`config.mk`:
```
export PLATFORM = sky130hd
export DESIGN_NAME = rf_tx_frame_timing_status
export DESIGN_NICKNAME = d
export VERILOG_FILES = /design/src/core/rf_tx_pkg.sv /design/src/core/seed_lfsr.sv /design/src/core/interval_countdown.sv /design/src/core/rf_tx_frame_timing_status.sv
export SDC_FILE = /design/constraint.sdc
export NUM_CORES = 1
export LEC_CHECK = 0
export CAP_MARGIN = 20
export CORE_MARGIN = 2
export CORE_UTILIZATION = 25
export CTS_BUF_LIST = sky130_fd_sc_hd__clkbuf_16
export DETAILED_ROUTE_END_ITERATION = 12
export DONT_BUFFER_PORTS = 1
export PLACE_DENSITY = 0.36
export SETUP_SLACK_MARGIN = 0.1
export SLEW_MARGIN = 25
export SYNTH_ARGS = -nofsm -noshare
export SYNTH_HDL_FRONTEND = slang
export SYNTH_SLANG_ARGS = --single-unit
```
`constraint.sdc`:
```
create_clock -name hclk -period 6.75 [get_ports hclk]
set_input_delay 1.35 -clock hclk [delete_from_list [all_inputs] [get_ports hclk]]
set_output_delay 1.35 -clock hclk [all_outputs]
set_load 0.005 [all_outputs]
```
`src/core/rf_tx_pkg.sv`:
```
// constants, register map and carrier types of the radio tx timing block
// assumes one 100 mhz clock shared with the ahb-lite bus
package rf_tx_pkg;
  // --------------------------------------------------------------
  // timing
  // --------------------------------------------------------------
  localparam int unsigned CLK_PERIOD_NS = 10;
  localparam int unsigned TICK_PERIOD_MS = 1;
  localparam int unsigned TICK_CYCLES =
    TICK_PERIOD_MS * 1000000 / CLK_PERIOD_NS;
  localparam int TICK_W = 17;
  // --------------------------------------------------------------
  // widths
  // --------------------------------------------------------------
  localparam int SEED_W = 7;
  localparam int BASE_W = 8;
  localparam int FN_SET_W = 6;
  localparam int FRAME_W = 4;
  localparam int CNT_W = 10;
  // --------------------------------------------------------------
  // register map (byte addresses)
  // --------------------------------------------------------------
  localparam logic [7:0] SEED_CTRL_OFS = 8'h00;
  localparam logic [7:0] FRAME_CTRL_OFS = 8'h04;
  localparam logic [7:0] STATUS_CTRL_OFS = 8'h08;
  localparam logic [7:0] TX_CTRL_OFS = 8'h0c;
  localparam int BOOST_BIT = 7;
  localparam int GAIN_LSB = 6;
  localparam int DONE_BIT = 7;
  localparam int ERR_BIT = 6;
  localparam int LOW_BIT = 5;
  localparam int ACK_BIT = 4;
  localparam int IRQ_EN_BIT = 3;
  localparam int LVD_EN_BIT = 2;
  localparam int CTS_BIT = 1;
  localparam int SRST_BIT = 0;
  localparam int START_BIT = 8;
  localparam logic [1:0] GAIN_RST = 2'h2;
  // --------------------------------------------------------------
  // types
  // --------------------------------------------------------------
  typedef struct packed {
    logic valid;
    logic write;
    logic [7:0] addr;
  } bus_req_t;
  typedef struct packed {
    logic done_ok;
    logic error;
    logic supply_low;
    logic tx_end;
    logic gap_start;
    logic osc_locked;
    logic buffer_mode;
    logic [FRAME_W-1:0] frame_index;
  } seq_status_t;
  typedef struct packed {
    logic tx_start;
    logic tx_abort;
    logic soft_reset;
    logic boost;
    logic [1:0] gain;
    logic lvd_enable;
    logic gap_active;
    logic gap_done;
  } seq_ctrl_t;
  typedef enum {ST_IDLE, ST_PAR, ST_BASE, ST_FNUM, ST_RAND} gap_state_t;
endpackage

```
`src/core/seed_lfsr.sv`:
```
// seven-bit pseudo-random generator with parallel seed load
// assumes load and step are never asserted together
module seed_lfsr
  import rf_tx_pkg::*;
(
  // clock and reset
  input wire logic hclk,
  input wire logic hresetn,
  // control
  input wire logic clear,
  input wire logic load,
  input wire logic [SEED_W-1:0] seed,
  input wire logic step,
  // state
  output logic [SEED_W-1:0] value
);
  // zero is a fixed point of this feedback, so an unseeded run stays zero
  always_ff @(posedge hclk or negedge hresetn) begin
    if (!hresetn) begin
      value <= '0;
    end else if (clear) begin
      value <= '0;
    end else if (load) begin
      value <= seed;
    end else if (step) begin
      value <= {value[SEED_W-2:0], value[SEED_W-1] ^ value[SEED_W-2]};
    end
  end
endmodule

```
`src/core/interval_countdown.sv`:
```
// millisecond down counter: loads a count, decrements once per tick
// assumes tick is a one-cycle pulse
module interval_countdown
  import rf_tx_pkg::*;
(
  // clock and reset
  input wire logic hclk,
  input wire logic hresetn,
  // control
  input wire logic clear,
  input wire logic load,
  input wire logic [CNT_W-1:0] load_value,
  input wire logic tick,
  // state
  output logic expired
);
  logic [CNT_W-1:0] count;

  always_ff @(posedge hclk or negedge hresetn) begin
    if (!hresetn) begin
      count <= '0;
    end else if (clear) begin
      count <= '0;
    end else if (load) begin
      count <= load_value;
    end else if (tick && count != '0) begin
      count <= count - CNT_W'(1);
    end
  end

  assign expired = (count == '0);
endmodule

```
`src/core/rf_tx_frame_timing_status.sv`:
```
// frame sequencer timing and status registers of the radio tx module
// assumes an ahb-lite master and a sequencer that reports frame events
// Function
// - soft reset zeroes random seed field
// - bit 7 boost selects vco power level
// - seed copied into lfsr when start set
// - nonzero seed enables random interval timing
// - random interval is one tick per count
// - all-zero lfsr state stays zero
// - zero seed: base and frame timers parallel
// - gain field bits 7:6, reset to 10
// - frame interval is setting times frame number
// - soft reset zeroes frame interval setting
// - completion flag on proper buffered end
// - error flag sticky until cleared
// - low supply flag sticky when detector enabled
// - ack one or soft reset clears flags
// - ack zero no effect, reset keeps ack
// - irq enable gates the three flags
// - detect enable bit routes supply events
// - clear to send follows lock, reset clears
// - soft reset bit resets module, reads zero
// - base setting is one tick per count
// - start bit self-clears, zero write aborts
//
// Added by the designer: the address map and the AHB-Lite slave port.
module rf_tx_frame_timing_status
  import rf_tx_pkg::*;
#(
  parameter int unsigned TICK_CYCLES_P = TICK_CYCLES
) (
  // clock and reset
  input wire logic hclk,
  input wire logic hresetn,
  // ahb-lite slave
  input wire logic hsel,
  input wire logic [7:0] haddr,
  input wire logic [1:0] htrans,
  input wire logic hwrite,
  input wire logic [2:0] hsize,
  input wire logic [31:0] hwdata,
  input wire logic hready,
  output logic hreadyout,
  output logic hresp,
  output logic [31:0] hrdata,
  // sequencer side
  input wire seq_status_t seq,
  output seq_ctrl_t ctrl,
  output logic [SEED_W-1:0] lfsr_value,
  // interrupt
  output logic irq
);
  // --------------------------------------------------------------
  // registers
  // --------------------------------------------------------------
  bus_req_t req;
  logic rd_wait;
  logic [SEED_W-1:0] seed;
  logic boost;
  logic [1:0] gain;
  logic [FN_SET_W-1:0] fn_set;
  logic [BASE_W-1:0] base_set;
  logic done_flag, err_flag, low_flag;
  logic ack, irq_en, lvd_en, cts, soft_rst, tx_start;
  gap_state_t state;
  logic [TICK_W-1:0] tick_cnt;
  logic tick;
  logic wr, seed_nz, start_set, a_load, a_exp, b_load, b_exp;
  logic lfsr_step, flag_clr, gap_done;
  logic [CNT_W-1:0] a_val, b_val;
  logic [7:0] status_rd;
  logic [31:0] next_rdata;

  // --------------------------------------------------------------
  // bus slave
  // --------------------------------------------------------------
  // reads take one wait state so a write just ahead is already visible
  assign hreadyout = !rd_wait;
  assign hresp = 1'b0;
  assign wr = req.valid && req.write;
  assign start_set = wr && req.addr == TX_CTRL_OFS && hwdata[START_BIT]
    && !tx_start;

  always_ff @(posedge hclk or negedge hresetn) begin
    if (!hresetn) begin
      req <= '0;
    end else if (hready) begin
      req.valid <= hsel && htrans[1];
      req.write <= hwrite;
      req.addr <= haddr;
    end
  end

  always_ff @(posedge hclk or negedge hresetn) begin
    if (!hresetn) begin
      rd_wait <= 1'b0;
    end else begin
      rd_wait <= hready && hsel && htrans[1] && !hwrite;
    end
  end

  // unmapped addresses read zero and ignore writes
  always_comb begin
    next_rdata = '0;
    case (req.addr)
      SEED_CTRL_OFS: next_rdata[7:0] = {boost, seed};
      FRAME_CTRL_OFS: next_rdata[7:0] = {gain, fn_set};
      STATUS_CTRL_OFS: next_rdata[7:0] = status_rd;
      TX_CTRL_OFS: next_rdata[START_BIT:0] = {tx_start, base_set};
      default: next_rdata = '0;
    endcase
  end

  always_ff @(posedge hclk or negedge hresetn) begin
    if (!hresetn) begin
      hrdata <= '0;
    end else if (rd_wait) begin
      hrdata <= next_rdata;
    end
  end

  // --------------------------------------------------------------
  // control registers
  // --------------------------------------------------------------
  always_ff @(posedge hclk or negedge hresetn) begin
    if (!hresetn) begin
      soft_rst <= 1'b0;
    end else begin
      soft_rst <= wr && req.addr == STATUS_CTRL_OFS
        && hwdata[SRST_BIT];
    end
  end

  always_ff @(posedge hclk or negedge hresetn) begin
    if (!hresetn) begin
      seed <= '0;
      boost <= 1'b0;
    end else if (soft_rst) begin
      seed <= '0;
      boost <= 1'b0;
    end else if (wr && req.addr == SEED_CTRL_OFS) begin
      seed <= hwdata[SEED_W-1:0];
      boost <= hwdata[BOOST_BIT];
    end
  end

  always_ff @(posedge hclk or negedge hresetn) begin
    if (!hresetn) begin
      gain <= GAIN_RST;
      fn_set <= '0;
    end else if (soft_rst) begin
      gain <= GAIN_RST;
      fn_set <= '0;
    end else if (wr && req.addr == FRAME_CTRL_OFS) begin
      gain <= hwdata[GAIN_LSB+1:GAIN_LSB];
      fn_set <= hwdata[FN_SET_W-1:0];
    end
  end

  always_ff @(posedge hclk or negedge hresetn) begin
    if (!hresetn) begin
      base_set <= '0;
    end else if (soft_rst) begin
      base_set <= '0;
    end else if (wr && req.addr == TX_CTRL_OFS) begin
      base_set <= hwdata[BASE_W-1:0];
    end
  end

  // start: set by software, cleared by end of frame, zero write aborts
  always_ff @(posedge hclk or negedge hresetn) begin
    if (!hresetn) begin
      tx_start <= 1'b0;
    end else if (soft_rst || seq.tx_end) begin
      tx_start <= 1'b0;
    end else if (wr && req.addr == TX_CTRL_OFS) begin
      tx_start <= hwdata[START_BIT];
    end
  end

  // ack is kept across soft reset; only a write changes it
  always_ff @(posedge hclk or negedge hresetn) begin
    if (!hresetn) begin
      ack <= 1'b0;
    end else if (wr && req.addr == STATUS_CTRL_OFS) begin
      ack <= hwdata[ACK_BIT];
    end
  end

  always_ff @(posedge hclk or negedge hresetn) begin
    if (!hresetn) begin
      irq_en <= 1'b0;
      lvd_en <= 1'b0;
    end else if (soft_rst) begin
      irq_en <= 1'b0;
      lvd_en <= 1'b0;
    end else if (wr && req.addr == STATUS_CTRL_OFS) begin
      irq_en <= hwdata[IRQ_EN_BIT];
      lvd_en <= hwdata[LVD_EN_BIT];
    end
  end

  always_ff @(posedge hclk or negedge hresetn) begin
    if (!hresetn) begin
      cts <= 1'b0;
    end else begin
      cts <= !soft_rst && seq.osc_locked;
    end
  end

  // --------------------------------------------------------------
  // status flags
  // --------------------------------------------------------------
  // an event in the cycle of an ack still sets its flag
  assign flag_clr = soft_rst || (wr && req.addr == STATUS_CTRL_OFS
    && hwdata[ACK_BIT]);

  always_ff @(posedge hclk or negedge hresetn) begin
    if (!hresetn) begin
      done_flag <= 1'b0;
      err_flag <= 1'b0;
      low_flag <= 1'b0;
    end else begin
      done_flag <= (done_flag && !flag_clr)
        || (seq.done_ok && seq.buffer_mode && !soft_rst);
      err_flag <= (err_flag && !flag_clr)
        || (seq.error && !soft_rst);
      low_flag <= (low_flag && !flag_clr)
        || (seq.supply_low && lvd_en && !soft_rst);
    end
  end

  // completion reads zero while sending or outside buffer mode
  assign status_rd = {done_flag && !tx_start && seq.buffer_mode,
    err_flag, low_flag, ack, irq_en, lvd_en, cts, 1'b0};
  assign irq = irq_en && (done_flag || err_flag || low_flag);

  // --------------------------------------------------------------
  // interval timing
  // --------------------------------------------------------------
  // the tick is free running, so each interval is nominal within one tick
  always_ff @(posedge hclk or negedge hresetn) begin
    if (!hresetn) begin
      tick_cnt <= '0;
    end else if (tick) begin
      tick_cnt <= '0;
    end else begin
      tick_cnt <= tick_cnt + TICK_W'(1);
    end
  end
  assign tick = (tick_cnt == TICK_W'(TICK_CYCLES_P - 1));

  assign seed_nz = |seed;
  assign lfsr_step = (state == ST_FNUM) && a_exp;

  seed_lfsr u_lfsr (
    .hclk(hclk),
    .hresetn(hresetn),
    .clear(soft_rst),
    .load(start_set),
    .seed(seed),
    .step(lfsr_step),
    .value(lfsr_value)
  );

  always_ff @(posedge hclk or negedge hresetn) begin
    if (!hresetn) begin
      state <= ST_IDLE;
    end else if (soft_rst || !tx_start) begin
      state <= ST_IDLE;
    end else begin
      case (state)
        ST_IDLE: begin
          if (seq.gap_start) begin
            state <= seed_nz ? ST_BASE : ST_PAR;
          end
        end
        ST_PAR: begin
          if (a_exp && b_exp) begin
            state <= ST_IDLE;
          end
        end
        ST_BASE: begin
          if (a_exp) begin
            state <= ST_FNUM;
          end
        end
        ST_FNUM: begin
          if (a_exp) begin
            state <= ST_RAND;
          end
        end
        ST_RAND: begin
          if (a_exp) begin
            state <= ST_IDLE;
          end
        end
        default: state <= ST_IDLE;
      endcase
    end
  end

  // counter a walks base, frame and random stages; b runs beside a only for a zero seed
  always_comb begin
    a_load = 1'b0;
    a_val = CNT_W'(base_set);
    if (state == ST_IDLE && seq.gap_start) begin
      a_load = 1'b1;
    end else if (state == ST_BASE && a_exp) begin
      a_load = 1'b1;
      a_val = CNT_W'(fn_set * seq.frame_index);
    end else if (state == ST_FNUM && a_exp) begin
      a_load = 1'b1;
      a_val = CNT_W'(lfsr_value);
    end
  end
  assign b_load = state == ST_IDLE && seq.gap_start && !seed_nz;
  assign b_val = CNT_W'(fn_set * seq.frame_index);

  interval_countdown u_cnt_a (
    .hclk(hclk),
    .hresetn(hresetn),
    .clear(soft_rst),
    .load(a_load),
    .load_value(a_val),
    .tick(tick),
    .expired(a_exp)
  );

  interval_countdown u_cnt_b (
    .hclk(hclk),
    .hresetn(hresetn),
    .clear(soft_rst),
    .load(b_load),
    .load_value(b_val),
    .tick(tick),
    .expired(b_exp)
  );

  assign gap_done = tx_start && ((state == ST_PAR && a_exp && b_exp)
    || (state == ST_RAND && a_exp));

  always_comb begin
    ctrl.tx_start = tx_start;
    ctrl.tx_abort = wr && req.addr == TX_CTRL_OFS && !hwdata[START_BIT]
      && tx_start;
    ctrl.soft_reset = soft_rst;
    ctrl.boost = boost;
    ctrl.gain = gain;
    ctrl.lvd_enable = lvd_en;
    ctrl.gap_active = state != ST_IDLE;
    ctrl.gap_done = gap_done;
  end
endmodule

```
==> results of run 1 <==
==> final cells by class <==
type	instances	area [µm²]
clock buffer	9	225
clock inverter	7	80.1
fill	2618	17600
timing repair buffer	2	15.0
inverter	25	93.8
multi-input combinational	477	3330
tap	324	405
sequential	100	2500
==> worst max path at each step <==
stage	start	end	slack, ns	depth (start not counted)
after global routing	seq[3]	u_cnt_b.count[9]$_DFFE_PN0P_	2.34	11
after CTS	seq[3]	u_cnt_b.count[9]$_DFFE_PN0P_	2.53	11
after floorplan	seq[3]	u_cnt_b.count[9]$_DFFE_PN0P_	2.42	12
final	seq[3]	u_cnt_b.count[9]$_DFFE_PN0P_	2.53	11
after detailed placement	seq[3]	u_cnt_b.count[9]$_DFFE_PN0P_	2.16	11
after global placement	seq[3]	u_cnt_b.count[9]$_DFFE_PN0P_	2.16	11
==> report_power, final <==
group          total [mW]  switching (mW)  internal, mW
logic               0.230           0.125         0.105
registers           0.692          0.0533         0.639
clock network       0.551           0.257         0.294
total                1.47           0.435          1.04
==> flip-flops by register name, summed over array words and instances, names as in the netlist, 2 cells and up <==
| signal | flops |
|---|---|
| u_cnt_b.count | 10 |
| tick_cnt | 17 |
| hrdata | 9 |
| seed | 7 |
| fn_set | 6 |
| req | 10 |
| u_lfsr.value | 7 |
| gain | 2 |
| base_set | 8 |
| u_cnt_a.count | 10 |
| state | 3 |
==> worst max-delay path, cell delays in order <==
cell,delay [ns]
and2_1,0.15
fa_1,0.54
inv_1,0.05
fa_1,0.54
inv_1,0.04
ha_1,0.39
and2_1,0.20
a32o_1,0.27
o41ai_1,0.53
xor2_1,0.18
a211oi_1,0.23
==> cells by family after synthesis <==
group,synth area share
buf+inv,0.0718
flops,0.406
other cells,0.000608
fa+ha+maj,0.0604
compound gates,0.123
simple gates,0.204
xor+xnor,0.0397
mux,0.0943
==> routing by layer <==
metal / track usage / vias up / routed length, µm / share of wire
li1: - / 2184 / - / -
met1: 0.176 / 2297 / 7780 / 0.45
met2: 0.234 / 97 / 8450 / 0.49
met3: 0.0272 / 14 / 771 / 0.045
met4: 0.0313 / 0 / 213 / 0.012
met5: 0 / - / 0 / 0
==> stage by stage <==
step                 util  instance area (µm²)  std cells
floorplan               -                 6260        665
global placement    0.261                 6330        928
detailed placement  0.262                 6350        928
CTS                 0.274                 6650        944
global route        0.274                 6650        944
finish              0.274                 6650        944
==> layout by cell type (no fill, tap or decap), types with 3 or more instances in the layout <==
cell and n:
clkbuf_16 9, mux2i_1 30, nand4b_1 3, and4_1 6, nand2b_1 4, o21ai_0 15, inv_6 3, a311oi_1 3
nand3_1 19, fa_1 8, o211ai_1 3, conb_1 24, o22a_1 4, xor2_1 14, nor3_1 19, a21oi_1 28
nor4_1 7, mux4_2 7, a211oi_1 17, ha_1 17, nand2_1 53, nor2_1 59, mux2_2 11, a22oi_1 3
inv_1 25, nor4b_1 5, o2bb2ai_1 9, and2_1 24, or2_2 3, xnor2_1 14, a31oi_1 4, a2bb2oi_1 4
a21o_1 5, or3_1 10, dfrtp_1 98, nand4_1 10, or4_1 5
==> metrics.txt, run 1 <==
status completed; Design Power between 1 and 1.5 mW; Max-Cap Viols 0; P per Cell Area between 200 and 250 nW/µm²; area share of the largest cell type after synthesis 0.402; via count 4592; # IOs 112; Synth Area per Inst around 9.6 µm²; final setup margin roughly 2.5 ns; H-tree depth 3; Mapped Area ~6000 µm²; DRC Markers 0; Setup Fix Bufs, Post-CTS 0; clock skew around 0.012 ns; post-cts resize count 0; Synth Register Bits 100; hold path cells 1; clock latency on the worst-skew pair between 0.3 and 0.4 ns; die span in y 161 µm; top-count cell post-synth dfrtp_1; chip width roughly 160 µm; CTS Hold Bufs 0; hold path startpoint tick_cnt[0]$_DFF_PN0_; Yosys top cell by area dfrtp_1; DR iter-0 viols ~220; RSZ-0062 raised after global routing false; Leak 2.80 nW; Net count, final between 700 and 800; Reg clk slew, reported paths approximately 0.07 ns; period utilization 0.626; PortBufs 0; slew margin rel. 0.312; CTS Buffer Depth 2; Max Fclk 237 MHz; Hold Path Class register to register; Final GP Congestion 0.777; dpl ws ~2.2 ns; sequential fraction of the synthesis area 0.406; startpoint types input port; WHS slightly below 0.5 ns; Routed Antenna Nets 0; first-pass GRT wire length 27500 µm; row count 57; YS warnings 0; Worst Path Max Fanout 8; list of most frequent post-synthesis cells dfrtp_1 (99), nor2_1 (59), nand2_1 (53); Fin Setup TNS 0 ns; worst vdd ir around 0.00013 V; initial antenna violation count 0; ranking of synthesized cells by area dfrtp_1 (40%), mux2i_1 (4.9%), nor2_1 (3.6%); Final Hold Violating Endpoints 0; share of layout cells above drive strength 1 0.0742; Pins Over Slew Limit 0; crit end category register; Worst EP required between 7 and 8 ns; gr ovfl total 0; Final setup viols 0; Post-synth EDFFs 0; Via density between 4 and 5; Post-Syn Instances around 640; vias in the first global route between 4k and 5k; Area Growth Syn to Fin 7.85%; asr flop ratio synth 1.00; Slew @ Worst Pin just over 1 ns; Hold Crit Endpoint tick_cnt[0]$_DFF_PN0_; Antenna diodes 0; Core ar. between 20000 and 25000 µm²; critical path class input port to register; final wirelength around 17000 µm; iteration count of the initial detailed-routing pass 4; CTS tree done; Wirelength per Cell roughly 18 µm; worst r2r dst u_cnt_b.count[9]$_DFFE_PN0P_; # clock sinks 100; Primary FF master, synth dfrtp_1; Final min period about 4.2 ns; largest net degree at the start of global routing 101; CTS Root Cell clkbuf_16; die area 26000 µm²; All-Layer GR Usage 0.136; count of cell types in the netlist between 60 and 70; Reg2Reg Depth 11; Initial Utilization 0.254; worst path arrival time ~4.5 ns; r2r startpoint fn_set[2]$_DFFE_PN0P_; Worst R2R Setup Slack 2.98 ns; Num CTS Buffers 9; Detailed Place HPWL between 10000 and 15000 µm
Power figures use the tool's default switching activity.
==> inputs of run 2 (changes only) <==
--- a/config.mk
+++ b/config.mk
@@ -5,6 +5,7 @@
 export SDC_FILE = /design/constraint.sdc
 export NUM_CORES = 1
 export LEC_CHECK = 0
+export ABC_AREA = 1
 export CAP_MARGIN = 20
 export CORE_MARGIN = 2
 export CORE_UTILIZATION = 25
==> constraint.sdc (replaced) <==
create_clock -name hclk -period 4.02 [get_ports hclk]
set_input_delay 0.804 -clock hclk [delete_from_list [all_inputs] [get_ports hclk]]
set_output_delay 0.804 -clock hclk [all_outputs]
set_load 0.005 [all_outputs]
==> run 2 against run 1 <==
Effect of this change:
- the flow now finishes with violations (design-rule violations)
- non-clock buffer count unchanged
- flip-flop and latch count did not move
- synthesized cell count rose by 44%
- final cell count rose by 33%
- utilization about the same
- critical path type is now register to register
- routed wire length rose by 12%
- combinational power rose to 2.5 times the previous value
==> metrics.txt, run 2 <==
Slew @ Worst Pin approximately 0.9 ns; slew margin rel. 0.386; H-tree depth 3; storage element area roughly 2500 µm²; area of the multi-input gates 3440 µm²; Net count, final ~1.0k; met2 WL 9260 µm; delay of the slowest cell on the worst path between 0.5 and 0.6 ns; Initial Utilization 0.256; Max-Cap Viols 0; Power Internal between 1.5 and 2 mW; Synth Area per Inst 7.20 µm²; vias in the first global route 5681; status finished with violations; worst path arrival time 3.37 ns; DR iter-0 viols around 260; gr ovfl total 0; clock latency on the worst-skew pair 0.37 ns; Area Growth Syn to Fin 7.47%; final wirelength roughly 19000 µm; Via density 4.36; clock skew roughly 0.017 ns; startpoint types register; Synth Register Bits 100; Num CTS Buffers 9; area share of the largest cell type after synthesis 0.371; period utilization 0.775; Max Fclk around 320 MHz; r2r startpoint fn_set[2]$_DFFE_PN0P_; critical path class register to register; Hold Path Class input port to asynchronous set/reset pin; switching share of power 0.343; asr flop ratio synth 1.00; Worst R2R Setup Slack 0.90 ns; first-pass GRT wire length between 30000 and 40000 µm; CTS Root Cell clkbuf_16; met3 routed WL 736 µm; PortBufs 0; count of cell types in the netlist 44; die span in y roughly 170 µm; Reg clk slew, reported paths approximately 0.09 ns; share of power burned in the clock network 0.334; Post-synth EDFFs 0; via count roughly 5.5k; sequential fraction of the synthesis area 0.375; switching power approximately 0.9 mW; initial antenna violation count 0; Design Power about 2.7 mW; fillers around 2.9k; die area 28000 µm²; iteration count of the initial detailed-routing pass 9; Largest Register tick_cnt; Setup Fix Bufs, Post-CTS 0; Post-Syn Instances just over 900; RSZ-0062 raised after global routing false; Yosys top cell by area dfrtp_1; combinational share of power 0.219; Reg2Reg Depth 17; violated checks design-rule violations; post-cts resize count 0; Detailed Place HPWL ~15000 µm; Antenna diodes 0; sequential share of power 0.447; DRC Markers 3; largest net degree at the start of global routing about 100; max FFs per register 17; Leak about 3.8 nW; worst vdd ir 0.000244 V; Routed Antenna Nets 0; CTS Hold Bufs 0; worst r2r dst u_cnt_a.count[6]$_DFFE_PN0P_; Wirelength per Cell 15.3 µm; cell family with most CP delay adder cells; Final GP Congestion between 0.7 and 0.8; Final min period about 3.1 ns; Worst Path Max Fanout 6; Buf/Inv on CP 4; commonest non-fill, non-tap cell in the layout nand2_1; Pins Over Slew Limit 0; Final Hold Violating Endpoints 0; Fin Setup TNS 0 ns; chip width 167 µm; P per Cell Area between 300 and 400 nW/µm²; row count roughly 60; highest routed layer met4; Core ar. between 20000 and 30000 µm²; Crit path top cell by count nand2_1; Mapped Area approximately 6700 µm²; commonest cells after routing, fill and taps aside nand2_1 (283), inv_1 (128), dfrtp_1 (99), nor2_1 (77), nand3_1 (76); Cell Chain, Critical Path nand2_1 > inv_1 > fa_1 > inv_1 > fa_1 > inv_1 > ha_1 > nand2_1 > nand2_1 > inv_1 > nand3b_1 > nand2_1 > nor2_1 > nor2_1 > nand2_1 > nand3_1 > nand2_1; WL met1 approximately 9100 µm; All-Layer GR Usage 0.143; CTS Buffer Depth 2; slowest CP cell fa_1; # clock sinks 100; CTS tree done; YS warnings 0; crit end category register; Worst EP required approximately 4.3 ns; Primary FF master, synth dfrtp_1; share of layout cells above drive strength 1 0.0683; top-count cell post-synth nand2_1; # IOs between 100 and 150; list of most frequent post-synthesis cells nand2_1 (283), inv_1 (127), dfrtp_1 (99); ranking of synthesized cells by area dfrtp_1 (37%), nand2_1 (16%), inv_1 (7.1%); Final setup viols 0
run 2: changes by cell type in the layout (fill, tap and decap cells not counted), sizes merged, moves of 9 or more:
cell	previous run	this run
nand2	53	292
inv	29	139
o21ai	15	77
nand3	19	78
nor2	59	90
mux2i	30	0
and2	24	0
a211oi	18	1
nand4	10	25
a21oi	28	14
nor3	20	7
or3	10	0
xnor2	14	4
o2bb2ai	9	0
run 2: how the worst max path moves through the flow:
stage / from / end / slack (ns) / cells past startpoint
detailed placement: seq[3] / u_cnt_a.count[6]$_DFFE_PN0P_ / 0.56 / 17
global route: fn_set[1]$_DFFE_PN0P_ / u_cnt_a.count[5]$_DFFE_PN0P_ / 0.59 / 18
floorplan: seq[3] / u_cnt_a.count[9]$_DFFE_PN0P_ / 0.91 / 17
global placement: seq[3] / u_cnt_a.count[6]$_DFFE_PN0P_ / 0.60 / 18
finish: fn_set[2]$_DFFE_PN0P_ / u_cnt_a.count[6]$_DFFE_PN0P_ / 0.90 / 17
CTS: fn_set[2]$_DFFE_PN0P_ / u_cnt_a.count[6]$_DFFE_PN0P_ / 0.84 / 17
run 2: cell families (layout without fill, tap and decap cells):
family | Yosys count | in the layout | share of synthesized area
adder cells (fa/ha/maj) | 25 | 25 | 0.0558
XOR/XNOR | 18 | 18 | 0.0236
buffers and inverters | 180 | 153 | 0.124
multiplexers | 3 | 3 | 0.00506
other | 1 | 24 | 0.000561
AO/OA/AOI/OAI | 96 | 96 | 0.0776
flip-flops | 100 | 100 | 0.375
AND/OR/NAND/NOR | 504 | 504 | 0.338
run 2: cell type report:
cell class / instances / area share
flip-flops and latches: 100 / 0.349
clock inverters: 7 / 0.00924
multi-input cells: 670 / 0.479
inverters: 135 / 0.0715
well taps: 335 / 0.0584
repair buffers: 2 / 0.00209
clock buffers: 9 / 0.0314
run 2: metal layers:
| metal | GRT usage | up-vias |
|---|---|---|
| met3 | 0.0291 | 10 |
| li1 | - | 2858 |
| met5 | 0 | - |
| met2 | 0.245 | 93 |
| met4 | 0.0321 | 0 |
| met1 | 0.188 | 2530 |
run 2: power groups by stage:
stage	clock (mW)	combinational, mW	sequential (mW)
after global placement	0	0.592	1.21
after global routing	0.970	0.693	1.21
after floorplan	0	0.482	1.18
after detailed placement	0	0.592	1.21
after CTS	0.939	0.595	1.19
final	0.892	0.585	1.19
run 2: worst register-to-register path: stages (launching register included):
cell      delay [ns]
dfrtp_1         0.46
nand2_1         0.09
inv_1           0.06
fa_1            0.53
inv_1           0.05
fa_1            0.54
inv_1           0.05
ha_1            0.37
nand2_1         0.10
nand2_1         0.07
inv_1           0.07
nand3b_1        0.08
nand2_1         0.14
nor2_1          0.06
nor2_1          0.09
nand2_1         0.10
nand3_1         0.10
nand2_1         0.05
run 2: per-stage QoR:
stage | std cells | instance area [µm²] | utilization | hold WS, ns | setup WS, ns
finish | 1258 | 7180 | 0.275 | 0.132 | 0.904
global route | 1258 | 7180 | 0.275 | 0.109 | 0.590
CTS | 1258 | 7170 | 0.275 | 0.119 | 0.842
detailed placement | 1242 | 6880 | 0.263 | 0.454 | 0.556
global placement | 1242 | 6880 | 0.263 | 0.455 | 0.600
floorplan | 950 | 6770 | - | 0.431 | 0.914
==> inputs of run 3 (changes only) <==
--- a/config.mk
+++ b/config.mk
@@ -5,7 +5,7 @@
 export SDC_FILE = /design/constraint.sdc
 export NUM_CORES = 1
 export LEC_CHECK = 0
-export ABC_AREA = 1
+export ABC_AREA = 0
 export CAP_MARGIN = 20
 export CORE_MARGIN = 2
 export CORE_UTILIZATION = 25
==> constraint.sdc (replaced) <==
create_clock -name hclk -period 3.2 [get_ports hclk]
set_input_delay 0.64 -clock hclk [delete_from_list [all_inputs] [get_ports hclk]]
set_output_delay 0.64 -clock hclk [all_outputs]
set_load 0.005 [all_outputs]
==> run 3 against run 2 <==
Effect of this change:
- the run now ends clean
- hold slack worse by 0.0076 ns
- register-to-register slack worse by 0.85 ns
- global-route usage down 0.16 points
- critical path depth down 7
- clock skew down 0.0076 ns
- clock power up 31%
- power up 24%
- flip-flop and latch count unchanged
- non-clock buffer count up 35
- via count down 14%
- routed wire length down 6.1%
- count of clock-buffer cells in the layout unchanged
- critical endpoint is now u_cnt_b.count[9]$_DFFE_PN0P_
- highest routed layer unchanged
==> metrics.txt, run 3 (synthesis gave the netlist of run 1 again) <==
switching power between 1 and 1.5 mW; Routed Antenna Nets 0; Pins Over Slew Limit 0; Cell Chain, Critical Path nand2_1 > fa_1 > inv_2 > fa_1 > ha_1 > a21o_1 > a32o_2 > o41ai_4 > xor2_1 > a211oi_2; Max Fclk 318 MHz; Hold Path Class input port to asynchronous set/reset pin; Max-Cap Viols 0; # IOs approximately 110; CTS Root Cell clkbuf_16; vias in the first global route between 4k and 5k; startpoint types register; Worst Path Max Fanout 4; Net count, final 736; critical path class register to register; final wirelength 18100 µm; Core ar. ~24000 µm²; All-Layer GR Usage 0.142; worst path arrival time between 3 and 4 ns; crit end category register; P per Cell Area between 400 and 500 nW/µm²; DRC Markers 0; die span in y 161 µm; CTS tree done; Detailed Place HPWL approximately 13000 µm; Wirelength per Cell 18.5 µm; # clock sinks 100; max FFs per register 17; Final Hold Violating Endpoints 0; Via density about 4.8; cell family with most CP delay adder cells; via count 4712; largest net degree at the start of global routing 100; slowest CP cell fa_1; Worst EP required 3.43 ns; dpl ws -0.272 ns; status completed; Reg clk slew, reported paths 0.08 ns; iteration count of the initial detailed-routing pass 7; H-tree depth 3; combinational share of power 0.206; Final min period approximately 3.1 ns; Final Instance Area just over 7000 µm²; Num CTS Buffers 9; Final GP Congestion 0.790; slew margin rel. 0.404; share of power burned in the clock network 0.355; gr ovfl total 0; Buf/Inv on CP 1; commonest cells after routing, fill and taps aside dfrtp_1 (98), nor2_1 (59), nand2_1 (53), buf_4 (34), mux2i_1 (30); final setup margin approximately 0.056 ns; DR iter-0 viols 224; row count 57; clock latency on the worst-skew pair about 0.36 ns; first-pass GRT wire length approximately 29000 µm; commonest non-fill, non-tap cell in the layout dfrtp_1; Largest Register tick_cnt; sequential share of power 0.440; clock skew ~0.009 ns; share of layout cells above drive strength 1 0.159; dpl cell area between 6000 and 7000 µm²; Crit path top cell by count fa_1; die area 26000 µm²; initial antenna violation count 1; period utilization 0.983; Power Internal roughly 2.3 mW; RSZ-0062 raised after global routing true; worst vdd ir approximately 0.00025 V; fin util 0.292; Slew @ Worst Pin 0.894 ns; PortBufs 0; Leak just over 3 nW; delay of the slowest cell on the worst path 0.52 ns; chip width 161 µm; switching share of power 0.304; Final setup viols 0; Design Power around 3.3 mW; CTS Buffer Depth 2; Area Growth Syn to Fin 14.9%; Initial Utilization 0.254
[run 3: layer usage]
| layer | vias to the layer above | wire length [µm] | global-route usage | share of wire |
|---|---|---|---|---|
| li1 | 2257 | - | - | - |
| met4 | 0 | 148 | 0.0284 | 0.0082 |
| met3 | 12 | 800 | 0.0342 | 0.044 |
| met2 | 80 | 8860 | 0.241 | 0.49 |
| met5 | - | 0 | 0 | 0 |
| met1 | 2363 | 8290 | 0.185 | 0.46 |
[run 3: worst register-to-register path, cell delays in order, from the launching register on]
cell      delay, ns
dfrtp_1        0.42
nand2_1        0.09
fa_1           0.51
inv_2          0.05
fa_1           0.52
ha_1           0.33
a21o_1         0.20
a32o_2         0.30
o41ai_4        0.26
xor2_1         0.24
a211oi_2       0.09
[run 3: area by class of cell]
cell class / instances / area [µm²]
antenna: 1 / 2.50
tap: 324 / 405
multi-input combinational: 477 / 3470
timing repair buffer: 37 / 305
sequential: 100 / 2500
inverter: 25 / 93.8
clock buffer: 9 / 225
fill: 2622 / 17200
clock inverter: 7 / 80.1
[run 3: what timing repair did]
item,4_1_cts,5_1_grt
hold buffers,1,0
gates resized for setup,6,17
hold endpoints to repair,99,0
setup endpoints to repair,9,12
pin swaps,4,9
buffers inserted,2,1
[run 3: worst paths after layout]
path	from	endpoint	slack [ns]	depth (start not counted)
worst max register to register	fn_set[2]$_DFFE_PN0P_	u_cnt_b.count[9]$_DFFE_PN0P_	0.06	10
max in group asynchronous	hresetn	soft_rst$_DFF_PN0_	2.55	1
worst min-delay path	hresetn	gain[1]$_DFFE_PN1P_	0.12	0
worst min register to register	tick_cnt[0]$_DFF_PN0_	tick_cnt[0]$_DFF_PN0_	0.49	1
worst max-delay path	fn_set[2]$_DFFE_PN0P_	u_cnt_b.count[9]$_DFFE_PN0P_	0.06	10
min in group hclk	seq[7]	tx_start$_DFFE_PN0P_	0.35	1
[run 3: power by group through the flow]
stage          logic [mW]  registers [mW]  clock network [mW]
3_3_place_gp        0.583            1.48                   0
6_report            0.678            1.45                1.17
5_1_grt             0.757            1.47                1.26
2_1_floorplan       0.451            1.43                   0
3_5_place_dp        0.585            1.48                   0
4_1_cts             0.646            1.45                1.21
[run 3: metrics by stage]
stage	setup TNS (ns)	hold WS, ns	std cells
floorplan	-0.273	0.344	665
global placement	-1.21	0.356	959
detailed placement	-1.34	0.356	959
CTS	0	0.103	978
global route	-0.0646	0.103	979
finish	0	0.124	980
